$ cat config.mk
export PLATFORM = sky130hd
export DESIGN_NAME = gcmd_handler
export DESIGN_NICKNAME = d
export VERILOG_FILES = /design/src/hdl/gcmd_pkg.sv /design/src/hdl/gcmd_field.sv /design/src/hdl/gcmd_handler.sv
export SDC_FILE = /design/constraint.sdc
export NUM_CORES = 1
export LEC_CHECK = 0
export BUFFER_PORTS_ARGS = -buffer_cell sky130_fd_sc_hd__buf_2
export CAP_MARGIN = 10
export CORE_ASPECT_RATIO = 0.5
export CORE_UTILIZATION = 53
export CTS_CLUSTER_SIZE = 8
export DETAILED_ROUTE_END_ITERATION = 10
export PLACE_DENSITY = 0.85
export SETUP_SLACK_MARGIN = 0.15
export SYNTH_ARGS = -nofsm -noshare
export SYNTH_HDL_FRONTEND = slang
export SYNTH_SLANG_ARGS = --single-unit
$ cat constraint.sdc
create_clock -name core_clk -period 5.26 [get_ports core_clk]
set_clock_uncertainty 0.05 [all_clocks]
set_input_delay 0 -clock core_clk [delete_from_list [all_inputs] [get_ports core_clk]]
set_output_delay 0 -clock core_clk [all_outputs]
set_load 0.005 [all_outputs]
$ cat src/hdl/gcmd_pkg.sv
// constants shared by the general bus command handler and its setting registers
// assumes bus commands arrive already decoded, one strobe per command
package gcmd_pkg;

	// ----------------------------------------------------------------
	// bus address
	// ----------------------------------------------------------------
	localparam int ADDR_W = 5;
	localparam logic [4:0] ADDR_RST = 5'h12; // decimal 18

	// ----------------------------------------------------------------
	// setting fields: widths, selectors and power-up values
	// ----------------------------------------------------------------
	localparam int SET_W = 16;
	localparam int SEL_W = 4;
	localparam int STEP_W = 7;
	localparam int SRC_W = 3;
	localparam int FMT_W = 2;
	localparam int EOI_W = 2;
	localparam int MASK_W = 8;
	localparam int DOUT_W = 4;
	localparam int SETTLE_W = 16;
	localparam int TERM_W = 3;
	localparam int ROWS_W = 8;
	localparam int SPOLL_W = 8;

	localparam logic [3:0] SEL_RELAY_STEP = 4'h0;
	localparam logic [3:0] SEL_MEM_STEP = 4'h1;
	localparam logic [3:0] SEL_EXT_EDGE = 4'h2;
	localparam logic [3:0] SEL_READY_SENSE = 4'h3;
	localparam logic [3:0] SEL_EDIT_PTR = 4'h4;
	localparam logic [3:0] SEL_TRIG_EN = 4'h5;
	localparam logic [3:0] SEL_DATA_FMT = 4'h6;
	localparam logic [3:0] SEL_EOI = 4'h7;
	localparam logic [3:0] SEL_SRQ_MASK = 4'h8;
	localparam logic [3:0] SEL_DIG_OUT = 4'h9;
	localparam logic [3:0] SEL_SETTLE = 4'ha;
	localparam logic [3:0] SEL_TRIG_SRC = 4'hb;
	localparam logic [3:0] SEL_TERM = 4'hc;
	localparam logic [3:0] SEL_MB_ROWS = 4'hd;
	localparam logic [3:0] SEL_BM_ROWS = 4'he;

	localparam logic [6:0] RELAY_STEP_RST = 7'h00;
	localparam logic [6:0] MEM_STEP_RST = 7'h01;
	localparam logic [6:0] EDIT_PTR_RST = 7'h00;
	localparam logic [2:0] TRIG_SRC_RST = 3'h7; // external trigger
	localparam logic [2:0] TRIG_SRC_GET = 3'h5; // bus group trigger source
	localparam logic [0:0] BIT_RST = 1'h0;
	localparam logic [1:0] FMT_RST = 2'h0;
	localparam logic [1:0] EOI_RST = 2'h0;
	localparam logic [7:0] MASK_RST = 8'h00;
	localparam logic [3:0] DOUT_RST = 4'h0;
	localparam logic [15:0] SETTLE_RST = 16'h0000;
	localparam logic [2:0] TERM_RST = 3'h0; // cr lf
	localparam logic [7:0] ROWS_RST = 8'h00;

endpackage : gcmd_pkg

$ cat src/hdl/gcmd_field.sv
// one setting register: power-up value, cleared to it, loaded by a select match
// assumes clear and load strobes are synchronous to core_clk
`timescale 1ns/100ps
`default_nettype none

module gcmd_field
#(
	parameter int W = 1,
	parameter logic [W-1:0] RST = '0
)
(
	input wire logic core_clk,
	input wire logic rst,
	input wire logic clr,
	input wire logic wr,
	input wire logic [W-1:0] wr_val,
	output logic [W-1:0] q
);

	logic [W-1:0] d;

	// clear beats a write in the same cycle so a device clear always lands
	always_comb
	begin
		d = q;
		if (clr)
			d = RST;
		else if (wr)
			d = wr_val;
	end

	always_ff @(posedge core_clk or posedge rst)
	begin
		if (rst)
			q <= RST;
		else
			q <= d;
	end

endmodule // gcmd_field

`default_nettype wire

$ cat src/hdl/gcmd_handler.sv
// general bus command handler: remote/local, lockout, talker/listener, clears,
// group trigger and serial poll for the instrument
// assumes decoded command strobes, one cycle each, synchronous to core_clk
`timescale 1ns/100ps
`default_nettype none

// Behaviour
// enter remote only when addressed to listen while remote enable is true
// controller asserts remote enable, then addresses listen before programming data
// interface clear forces local, talker idle and listener idle
// interface clear switches off talk and listen indicators
// in remote only local key and power pass; local key restores panel
// talker addressing works in local and in remote alike
// lockout blocks every panel key including local; only power passes
// go-to-local leaves remote; keys stay blocked while lockout holds
// lockout clears only when remote enable goes false
// universal device clear restores power-up defaults without addressing
// device clear leaves the bus primary address unchanged
// selective clear acts only while addressed to listen
// group trigger starts setup change only with bus trigger source selected
// serial poll returns status byte whenever polled, service request or not
// primary address defaults to 18; power-up and clear keep programmed address; here rst reloads 18
// clear opens relays, relay step 000, memory step 001, keeps setups and rows
// clear sets full output, triggers and srq off, external source, zeros
// factory restore keeps the bus primary address
// power up stand-alone; slave only when master initialises loop at power-up
// clear keeps master/slave role; a master also clears its slaves
// remote indicator follows remote state, not the remote enable level
// talk lit when talker active, listen when listener active; each idles other
// reset gives local, no lockout, talker and listener idle
// remote, lockout, talker and listener states are status outputs
module gcmd_handler
	import gcmd_pkg::*;
(
	input wire logic core_clk,
	input wire logic rst,
	input wire logic ren,
	input wire logic ifc,
	input wire logic mla,
	input wire logic mta,
	input wire logic ota,
	input wire logic unl,
	input wire logic unt,
	input wire logic llo_cmd,
	input wire logic gtl_cmd,
	input wire logic dcl_cmd,
	input wire logic sdc_cmd,
	input wire logic get_cmd,
	input wire logic spe_cmd,
	input wire logic spd_cmd,
	input wire logic [7:0] spoll_status,
	input wire logic key_strobe,
	input wire logic key_is_local,
	input wire logic key_is_power,
	input wire logic factory_restore_command,
	input wire logic set_wr,
	input wire logic [3:0] set_sel,
	input wire logic [15:0] set_val,
	input wire logic addr_wr,
	input wire logic [4:0] addr_val,
	input wire logic is_master,
	input wire logic ms_loop_init,
	input wire logic ms_init_done,
	output logic remote_q,
	output logic lockout_q,
	output logic talk_q,
	output logic listen_q,
	output logic key_pass_q,
	output logic clear_q,
	output logic relays_open_q,
	output logic setups_clear_q,
	output logic clear_slaves_q,
	output logic trig_start_q,
	output logic spoll_q,
	output logic [7:0] spoll_out_q,
	output logic [4:0] addr_q,
	output logic slave_q,
	output logic [6:0] relay_step_q,
	output logic [6:0] mem_step_q,
	output logic [6:0] edit_ptr_q,
	output logic ext_edge_q,
	output logic ready_sense_q,
	output logic trig_en_q,
	output logic [1:0] data_fmt_q,
	output logic [1:0] eoi_q,
	output logic [7:0] srq_mask_q,
	output logic [3:0] dig_out_q,
	output logic [15:0] settle_q,
	output logic [2:0] trig_src_q,
	output logic [2:0] term_q,
	output logic [7:0] mb_rows_q,
	output logic [7:0] bm_rows_q
);

	// ----------------------------------------------------------------
	// interface state
	// ----------------------------------------------------------------
	logic remote_d, lockout_d, talk_d, listen_d, key_pass_d, spoll_d;
	logic [7:0] spoll_out_d;
	logic key_local_ok;

	// local key is honoured only outside lockout
	assign key_local_ok = key_strobe && key_is_local && !lockout_q;

	// addressing, remote and lockout; ifc is checked last so it wins
	always_comb
	begin
		remote_d = remote_q;
		lockout_d = lockout_q;
		talk_d = talk_q;
		listen_d = listen_q;
		if (mla)
		begin
			listen_d = 1'b1;
			talk_d = 1'b0;
			if (ren)
				remote_d = 1'b1;
		end
		else if (mta)
		begin
			talk_d = 1'b1;
			listen_d = 1'b0;
		end
		if (unl)
			listen_d = 1'b0;
		if (unt || ota)
			talk_d = 1'b0;
		if (gtl_cmd && listen_q && !mla)
			remote_d = 1'b0;
		if (key_local_ok && !mla)
			remote_d = 1'b0;
		if (llo_cmd && ren)
			lockout_d = 1'b1;
		if (!ren)
		begin
			lockout_d = 1'b0;
			remote_d = 1'b0;
		end
		if (ifc)
		begin
			remote_d = 1'b0;
			talk_d = 1'b0;
			listen_d = 1'b0;
		end
	end

	// panel key gate: power always, local outside lockout, rest only in local outside lockout
	always_comb
	begin
		key_pass_d = 1'b0;
		if (key_strobe)
		begin
			if (key_is_power)
				key_pass_d = 1'b1;
			else if (key_is_local)
				key_pass_d = !lockout_q;
			else
				key_pass_d = !remote_q && !lockout_q;
		end
	end

	// serial poll mode; the byte is offered whenever polled as talker
	always_comb
	begin
		spoll_d = spoll_q;
		spoll_out_d = spoll_out_q;
		if (spe_cmd)
			spoll_d = 1'b1;
		if (spd_cmd || ifc)
			spoll_d = 1'b0;
		if (spoll_q && talk_q)
			spoll_out_d = spoll_status;
	end

	// remote_q drives the remote indicator directly, never the ren level
	always_ff @(posedge core_clk or posedge rst)
	begin
		if (rst)
		begin
			remote_q <= 1'b0;
			lockout_q <= 1'b0;
			talk_q <= 1'b0;
			listen_q <= 1'b0;
			key_pass_q <= 1'b0;
			spoll_q <= 1'b0;
			spoll_out_q <= 8'h00;
		end
		else
		begin
			remote_q <= remote_d;
			lockout_q <= lockout_d;
			talk_q <= talk_d;
			listen_q <= listen_d;
			key_pass_q <= key_pass_d;
			spoll_q <= spoll_d;
			spoll_out_q <= spoll_out_d;
		end
	end

	// ----------------------------------------------------------------
	// clears, trigger, address and master/slave role
	// ----------------------------------------------------------------
	logic clear_d, setups_clear_d, clear_slaves_d, trig_start_d, slave_d, init_win_q, init_win_d;
	logic [4:0] addr_d;
	logic dev_clear, fld_clr;

	// sdc only counts while addressed to listen; dcl needs no addressing
	assign dev_clear = dcl_cmd || (sdc_cmd && listen_q);

	always_comb
	begin
		clear_d = dev_clear;
		setups_clear_d = factory_restore_command;
		clear_slaves_d = dev_clear && is_master;
		trig_start_d = get_cmd && listen_q && (trig_src_q == TRIG_SRC_GET);
		addr_d = addr_wr ? addr_val : addr_q;
		init_win_d = init_win_q && !ms_init_done;
		slave_d = slave_q;
		if (ms_loop_init && init_win_q && !is_master)
			slave_d = 1'b1;
	end

	// the address is only ever reset by power-on, to its factory value;
	// a real part would keep it in non-volatile storage outside this block
	always_ff @(posedge core_clk or posedge rst)
	begin
		if (rst)
		begin
			clear_q <= 1'b0;
			setups_clear_q <= 1'b0;
			clear_slaves_q <= 1'b0;
			trig_start_q <= 1'b0;
			addr_q <= ADDR_RST;
			slave_q <= 1'b0;
			init_win_q <= 1'b1;
		end
		else
		begin
			clear_q <= clear_d;
			setups_clear_q <= setups_clear_d;
			clear_slaves_q <= clear_slaves_d;
			trig_start_q <= trig_start_d;
			addr_q <= addr_d;
			slave_q <= slave_d;
			init_win_q <= init_win_d;
		end
	end

	// relays open with clear_q, one cycle before the reloaded defaults appear
	assign relays_open_q = clear_q;

	// ----------------------------------------------------------------
	// setting registers
	// ----------------------------------------------------------------
	// defaults land one cycle after the clear strobe; factory restore does it too
	assign fld_clr = clear_q || setups_clear_q;

	gcmd_field #(.W(STEP_W), .RST(RELAY_STEP_RST)) u_relay_step (.core_clk(core_clk),
		.rst(rst), .clr(fld_clr), .wr(set_wr && set_sel == SEL_RELAY_STEP),
		.wr_val(set_val[STEP_W-1:0]), .q(relay_step_q));
	gcmd_field #(.W(STEP_W), .RST(MEM_STEP_RST)) u_mem_step (.core_clk(core_clk),
		.rst(rst), .clr(fld_clr), .wr(set_wr && set_sel == SEL_MEM_STEP),
		.wr_val(set_val[STEP_W-1:0]), .q(mem_step_q));
	gcmd_field #(.W(STEP_W), .RST(EDIT_PTR_RST)) u_edit_ptr (.core_clk(core_clk),
		.rst(rst), .clr(fld_clr), .wr(set_wr && set_sel == SEL_EDIT_PTR),
		.wr_val(set_val[STEP_W-1:0]), .q(edit_ptr_q));
	gcmd_field #(.W(1), .RST(BIT_RST)) u_ext_edge (.core_clk(core_clk),
		.rst(rst), .clr(fld_clr), .wr(set_wr && set_sel == SEL_EXT_EDGE),
		.wr_val(set_val[0]), .q(ext_edge_q));
	gcmd_field #(.W(1), .RST(BIT_RST)) u_ready_sense (.core_clk(core_clk),
		.rst(rst), .clr(fld_clr), .wr(set_wr && set_sel == SEL_READY_SENSE),
		.wr_val(set_val[0]), .q(ready_sense_q));
	gcmd_field #(.W(1), .RST(BIT_RST)) u_trig_en (.core_clk(core_clk),
		.rst(rst), .clr(fld_clr), .wr(set_wr && set_sel == SEL_TRIG_EN),
		.wr_val(set_val[0]), .q(trig_en_q));
	gcmd_field #(.W(FMT_W), .RST(FMT_RST)) u_data_fmt (.core_clk(core_clk),
		.rst(rst), .clr(fld_clr), .wr(set_wr && set_sel == SEL_DATA_FMT),
		.wr_val(set_val[FMT_W-1:0]), .q(data_fmt_q));
	gcmd_field #(.W(EOI_W), .RST(EOI_RST)) u_eoi (.core_clk(core_clk),
		.rst(rst), .clr(fld_clr), .wr(set_wr && set_sel == SEL_EOI),
		.wr_val(set_val[EOI_W-1:0]), .q(eoi_q));
	gcmd_field #(.W(MASK_W), .RST(MASK_RST)) u_srq_mask (.core_clk(core_clk),
		.rst(rst), .clr(fld_clr), .wr(set_wr && set_sel == SEL_SRQ_MASK),
		.wr_val(set_val[MASK_W-1:0]), .q(srq_mask_q));
	gcmd_field #(.W(DOUT_W), .RST(DOUT_RST)) u_dig_out (.core_clk(core_clk),
		.rst(rst), .clr(fld_clr), .wr(set_wr && set_sel == SEL_DIG_OUT),
		.wr_val(set_val[DOUT_W-1:0]), .q(dig_out_q));
	gcmd_field #(.W(SETTLE_W), .RST(SETTLE_RST)) u_settle (.core_clk(core_clk),
		.rst(rst), .clr(fld_clr), .wr(set_wr && set_sel == SEL_SETTLE),
		.wr_val(set_val[SETTLE_W-1:0]), .q(settle_q));
	gcmd_field #(.W(SRC_W), .RST(TRIG_SRC_RST)) u_trig_src (.core_clk(core_clk),
		.rst(rst), .clr(fld_clr), .wr(set_wr && set_sel == SEL_TRIG_SRC),
		.wr_val(set_val[SRC_W-1:0]), .q(trig_src_q));
	gcmd_field #(.W(TERM_W), .RST(TERM_RST)) u_term (.core_clk(core_clk),
		.rst(rst), .clr(fld_clr), .wr(set_wr && set_sel == SEL_TERM),
		.wr_val(set_val[TERM_W-1:0]), .q(term_q));
	// row selections survive device clear; only factory restore resets them
	gcmd_field #(.W(ROWS_W), .RST(ROWS_RST)) u_mb_rows (.core_clk(core_clk),
		.rst(rst), .clr(setups_clear_q), .wr(set_wr && set_sel == SEL_MB_ROWS),
		.wr_val(set_val[ROWS_W-1:0]), .q(mb_rows_q));
	gcmd_field #(.W(ROWS_W), .RST(ROWS_RST)) u_bm_rows (.core_clk(core_clk),
		.rst(rst), .clr(setups_clear_q), .wr(set_wr && set_sel == SEL_BM_ROWS),
		.wr_val(set_val[ROWS_W-1:0]), .q(bm_rows_q));
endmodule // gcmd_handler

`default_nettype wire

==> impl_results.md <==
* Status: completed
* Cell variety after synth at 36
* Detailed-route wire length per cell at 18.2 um
* Slowest-stage cell, CP: dfrtp_1
* Final setup TNS at 0 ps
* WP data required at 5450 ps
* First-pass GRT wire length at around 20 mm
* #FFs+latches synth at around 100
* Mux cell area share after synthesis at around 16%
* Crit share post-route at approximately 47%
* CTS Buf Count at 9
* H-tree depth at 3
* Area Overhead vs Synth at 40.1%
* Die width at 130 um
* Tot GR Track Use at a little under a third
* Die height at between 60 and 70 um
* # Max-Cap Violations at 0
* Grt total ovfl at 0
* Core ar. at between 7000 and 8000 um2
* Complex-gate fraction of the synthesized area at under 10%
* Leakage at roughly 3.4 nW
* Synth Area per Inst at around 12 um2
* Iteration count of the initial detailed-routing pass at 5
* RSZ-0062 raised after global routing: no
* Worst hold stages at 4
* Final cell count without fillers at 701
* Antenna-violating nets left at 0
* Setup crit end kind: flop
* 1st-iter DRT viols at about 430
* Critical Path Source Type: flop
* Post-Synth Adder-Cell Area at 0%
* Initial core utilization at between 50% and 60%
* # Post-CTS Setup Buffers at 0
* Count leader, synth: dfrtp_1
* Vias in the first global route at ~3,800
* Yosys top cell area share at 55.3%
* Site Rows at 22
* Worst R2R Path Depth at 4
* Synth area leader: dfrtp_1
* PortBufs at 160
* Pin slew with the least headroom to its limit at 1120 ps
* Post-Synth Simple-Gate Area at around 15%
* Yosys warning count at 0
* EDFF count, synth at 0
* Skew-Pair Late Insertion Delay at ~340 ps
* Dpl hpwl at 7.48 mm
* CTS tree: done
* Largest family of logic cells by synthesized area: multiplexers
* Hold_buf cts at a little under 60
* GP Congestion at between 0.8 and 0.9
* Worst EP arrival at 2650 ps
* Critical path fanouts, max at 57
* Die area at ~8600 um2
* Seq/Total Area, Yosys at 59.5%
* Minimum clock period at approximately 2500 ps
* Class of the worst hold path: in -> reg
* Placed insts at 626
* Cells after synthesis at approximately 380
* VDD IR-drop max at between 0.2 and 0.25 mV
* Slew margin rel. at 25.6%
* Cell area after synthesis at 4350 um2
* Design area at around 6100 um2
* Largest net degree at the start of global routing at 91
* Commonest register cell after synthesis: dfrtp_1
* Synth Area in XOR/XNOR at 0%
* Most frequent cells after synthesis: dfrtp_1 (96), nand2_1 (77), mux2i_1 (57)
* IO Pins at between 150 and 200
* Final wirelength at ~13 mm
* Synth top area cells: dfrtp_1 (55%), mux2i_1 (13%), nand2_1 (6.6%), dfstp_2 (4.2%), mux2_2 (3.4%)
* Post-synth net total at between 400 and 500
* # resized after CTS at 0
* Tightest hold margin at between 15 and 20 ps
* Crit Path Class: reg -> reg
* Layout cells sized above 1 at between 30% and 40%
* Routed via count at 3,817
* Root Buffer Master: clkbuf_16
* Nets at 645
* Final Max Slew Viols at 0
* Worst stage delay on the critical path at 650 ps
* Final Hold Viols at 0
* Via density per instance at 5.45
* Post-DP Area at 5200 um2
* Ys async rst share at 100%
* Worst-path cell chain: nor2_4 -> buf_4 -> nand2_1 -> o21ai_0
* Maximum clock rate at between 400 and 500 MHz
* CTS Buffer Depth at 2
* Register clock-pin slew on the reported worst setup and hold paths at 70 ps
* Power Total at 1.68 mW
* Residual DRC count at 0
* Initial antenna violation count at 0
* CTS Sinks at between 100 and 150
* Final setup viols at 0
* PwrDens at 276 nW/um2
placed cells by master, fill, tap and decap left out, drive strengths merged, types with 3 or more instances in the layout:
master       Yosys  routed
a21oi           11      11
buf             14     162
dlygate4sd3      0      58
o211ai           8       8
o21ai           19      19
nand3           15      15
clkinv           0       3
nand2           81      81
nand2b          15      15
mux2            13      13
dfstp            7       7
nor2             4       4
inv              3       3
nand4            4       4
o21a             3       3
dfrtp           96      96
clkbuf           7      11
mux2i           57      57
where the power goes:
| part | total, mW | leakage (nW) | switching, mW | internal [mW] |
|---|---|---|---|---|
| registers | 0.827 | 1.38 | 0.0145 | 0.813 |
| logic | 0.170 | 1.86 | 0.0873 | 0.0825 |
| clock network | 0.682 | 0.152 | 0.288 | 0.394 |
worst paths after layout:
| check | start | end | slack, ps |
|---|---|---|---|
| min in group asynchronous | rst | spoll_out_q[2] | 70 |
| worst min-delay path | set_sel[2] | u_ext_edge.q | 20 |
| worst max register to register | setups_clear_q | u_settle.q[3] | 2800 |
| worst max-delay path | setups_clear_q | u_settle.q[3] | 2800 |
| max in group asynchronous | rst | addr_q[2] | 3750 |
| worst min register to register | init_win_q | init_win_q | 440 |
layer usage:
| layer | track usage (%) | wire length [um] | up-vias |
|---|---|---|---|
| li1 | - | - | 1712 |
| met1 | 38.6 | 5110 | 1875 |
| met2 | 52.7 | 6390 | 201 |
| met3 | 9.63 | 983 | 29 |
| met4 | 11.0 | 257 | 0 |
| met5 | 0 | 0 | - |
kinds of logic (layout without fill, tap and decap cells):
logic type             Yosys count  count (layout)
and+or+nand+nor                134             134
buffers and inverters           24             239
AOI/OAI and AO/OA               46              46
muxes                           70              70
DFF                            103             103
other                            0               1
critical path: cells and delay by family (launching register included):
| family | cells | cell delay, ps |
|---|---|---|
| flops | 1 | 650 |
| compound gates | 1 | 290 |
| buf+inv | 1 | 560 |
| simple gates | 2 | 780 |
through the flow:
step	utilization, %	setup WS, ps
finish	79.9	2800
global route	79.8	2640
CTS	79.8	2840
detailed placement	68.2	2930
global placement	68.2	3040
floorplan	-	2520
area by class of cell:
| class | count | area (um2) |
|---|---|---|
| fill | 446 | 1540 |
| clock inverter | 5 | 56.3 |
| multi-input combinational | 250 | 1650 |
| sequential | 103 | 2590 |
| tap | 108 | 135 |
| inverter | 3 | 13.8 |
| timing repair buffer | 220 | 1400 |
| antenna | 1 | 2.50 |
| clock buffer | 11 | 253 |
flip-flops by register name, summed over array words and instances, names as in the netlist, 2 cells and up:
register / cells
addr_q: 5
spoll_out_q: 8
u_bm_rows.q: 8
u_data_fmt.q: 2
u_dig_out.q: 4
u_edit_ptr.q: 7
u_eoi.q: 2
u_mb_rows.q: 8
u_mem_step.q: 7
u_relay_step.q: 7
u_settle.q: 16
u_srq_mask.q: 8
u_term.q: 3
u_trig_src.q: 3
No activity file was read; power rests on OpenSTA's default activity.
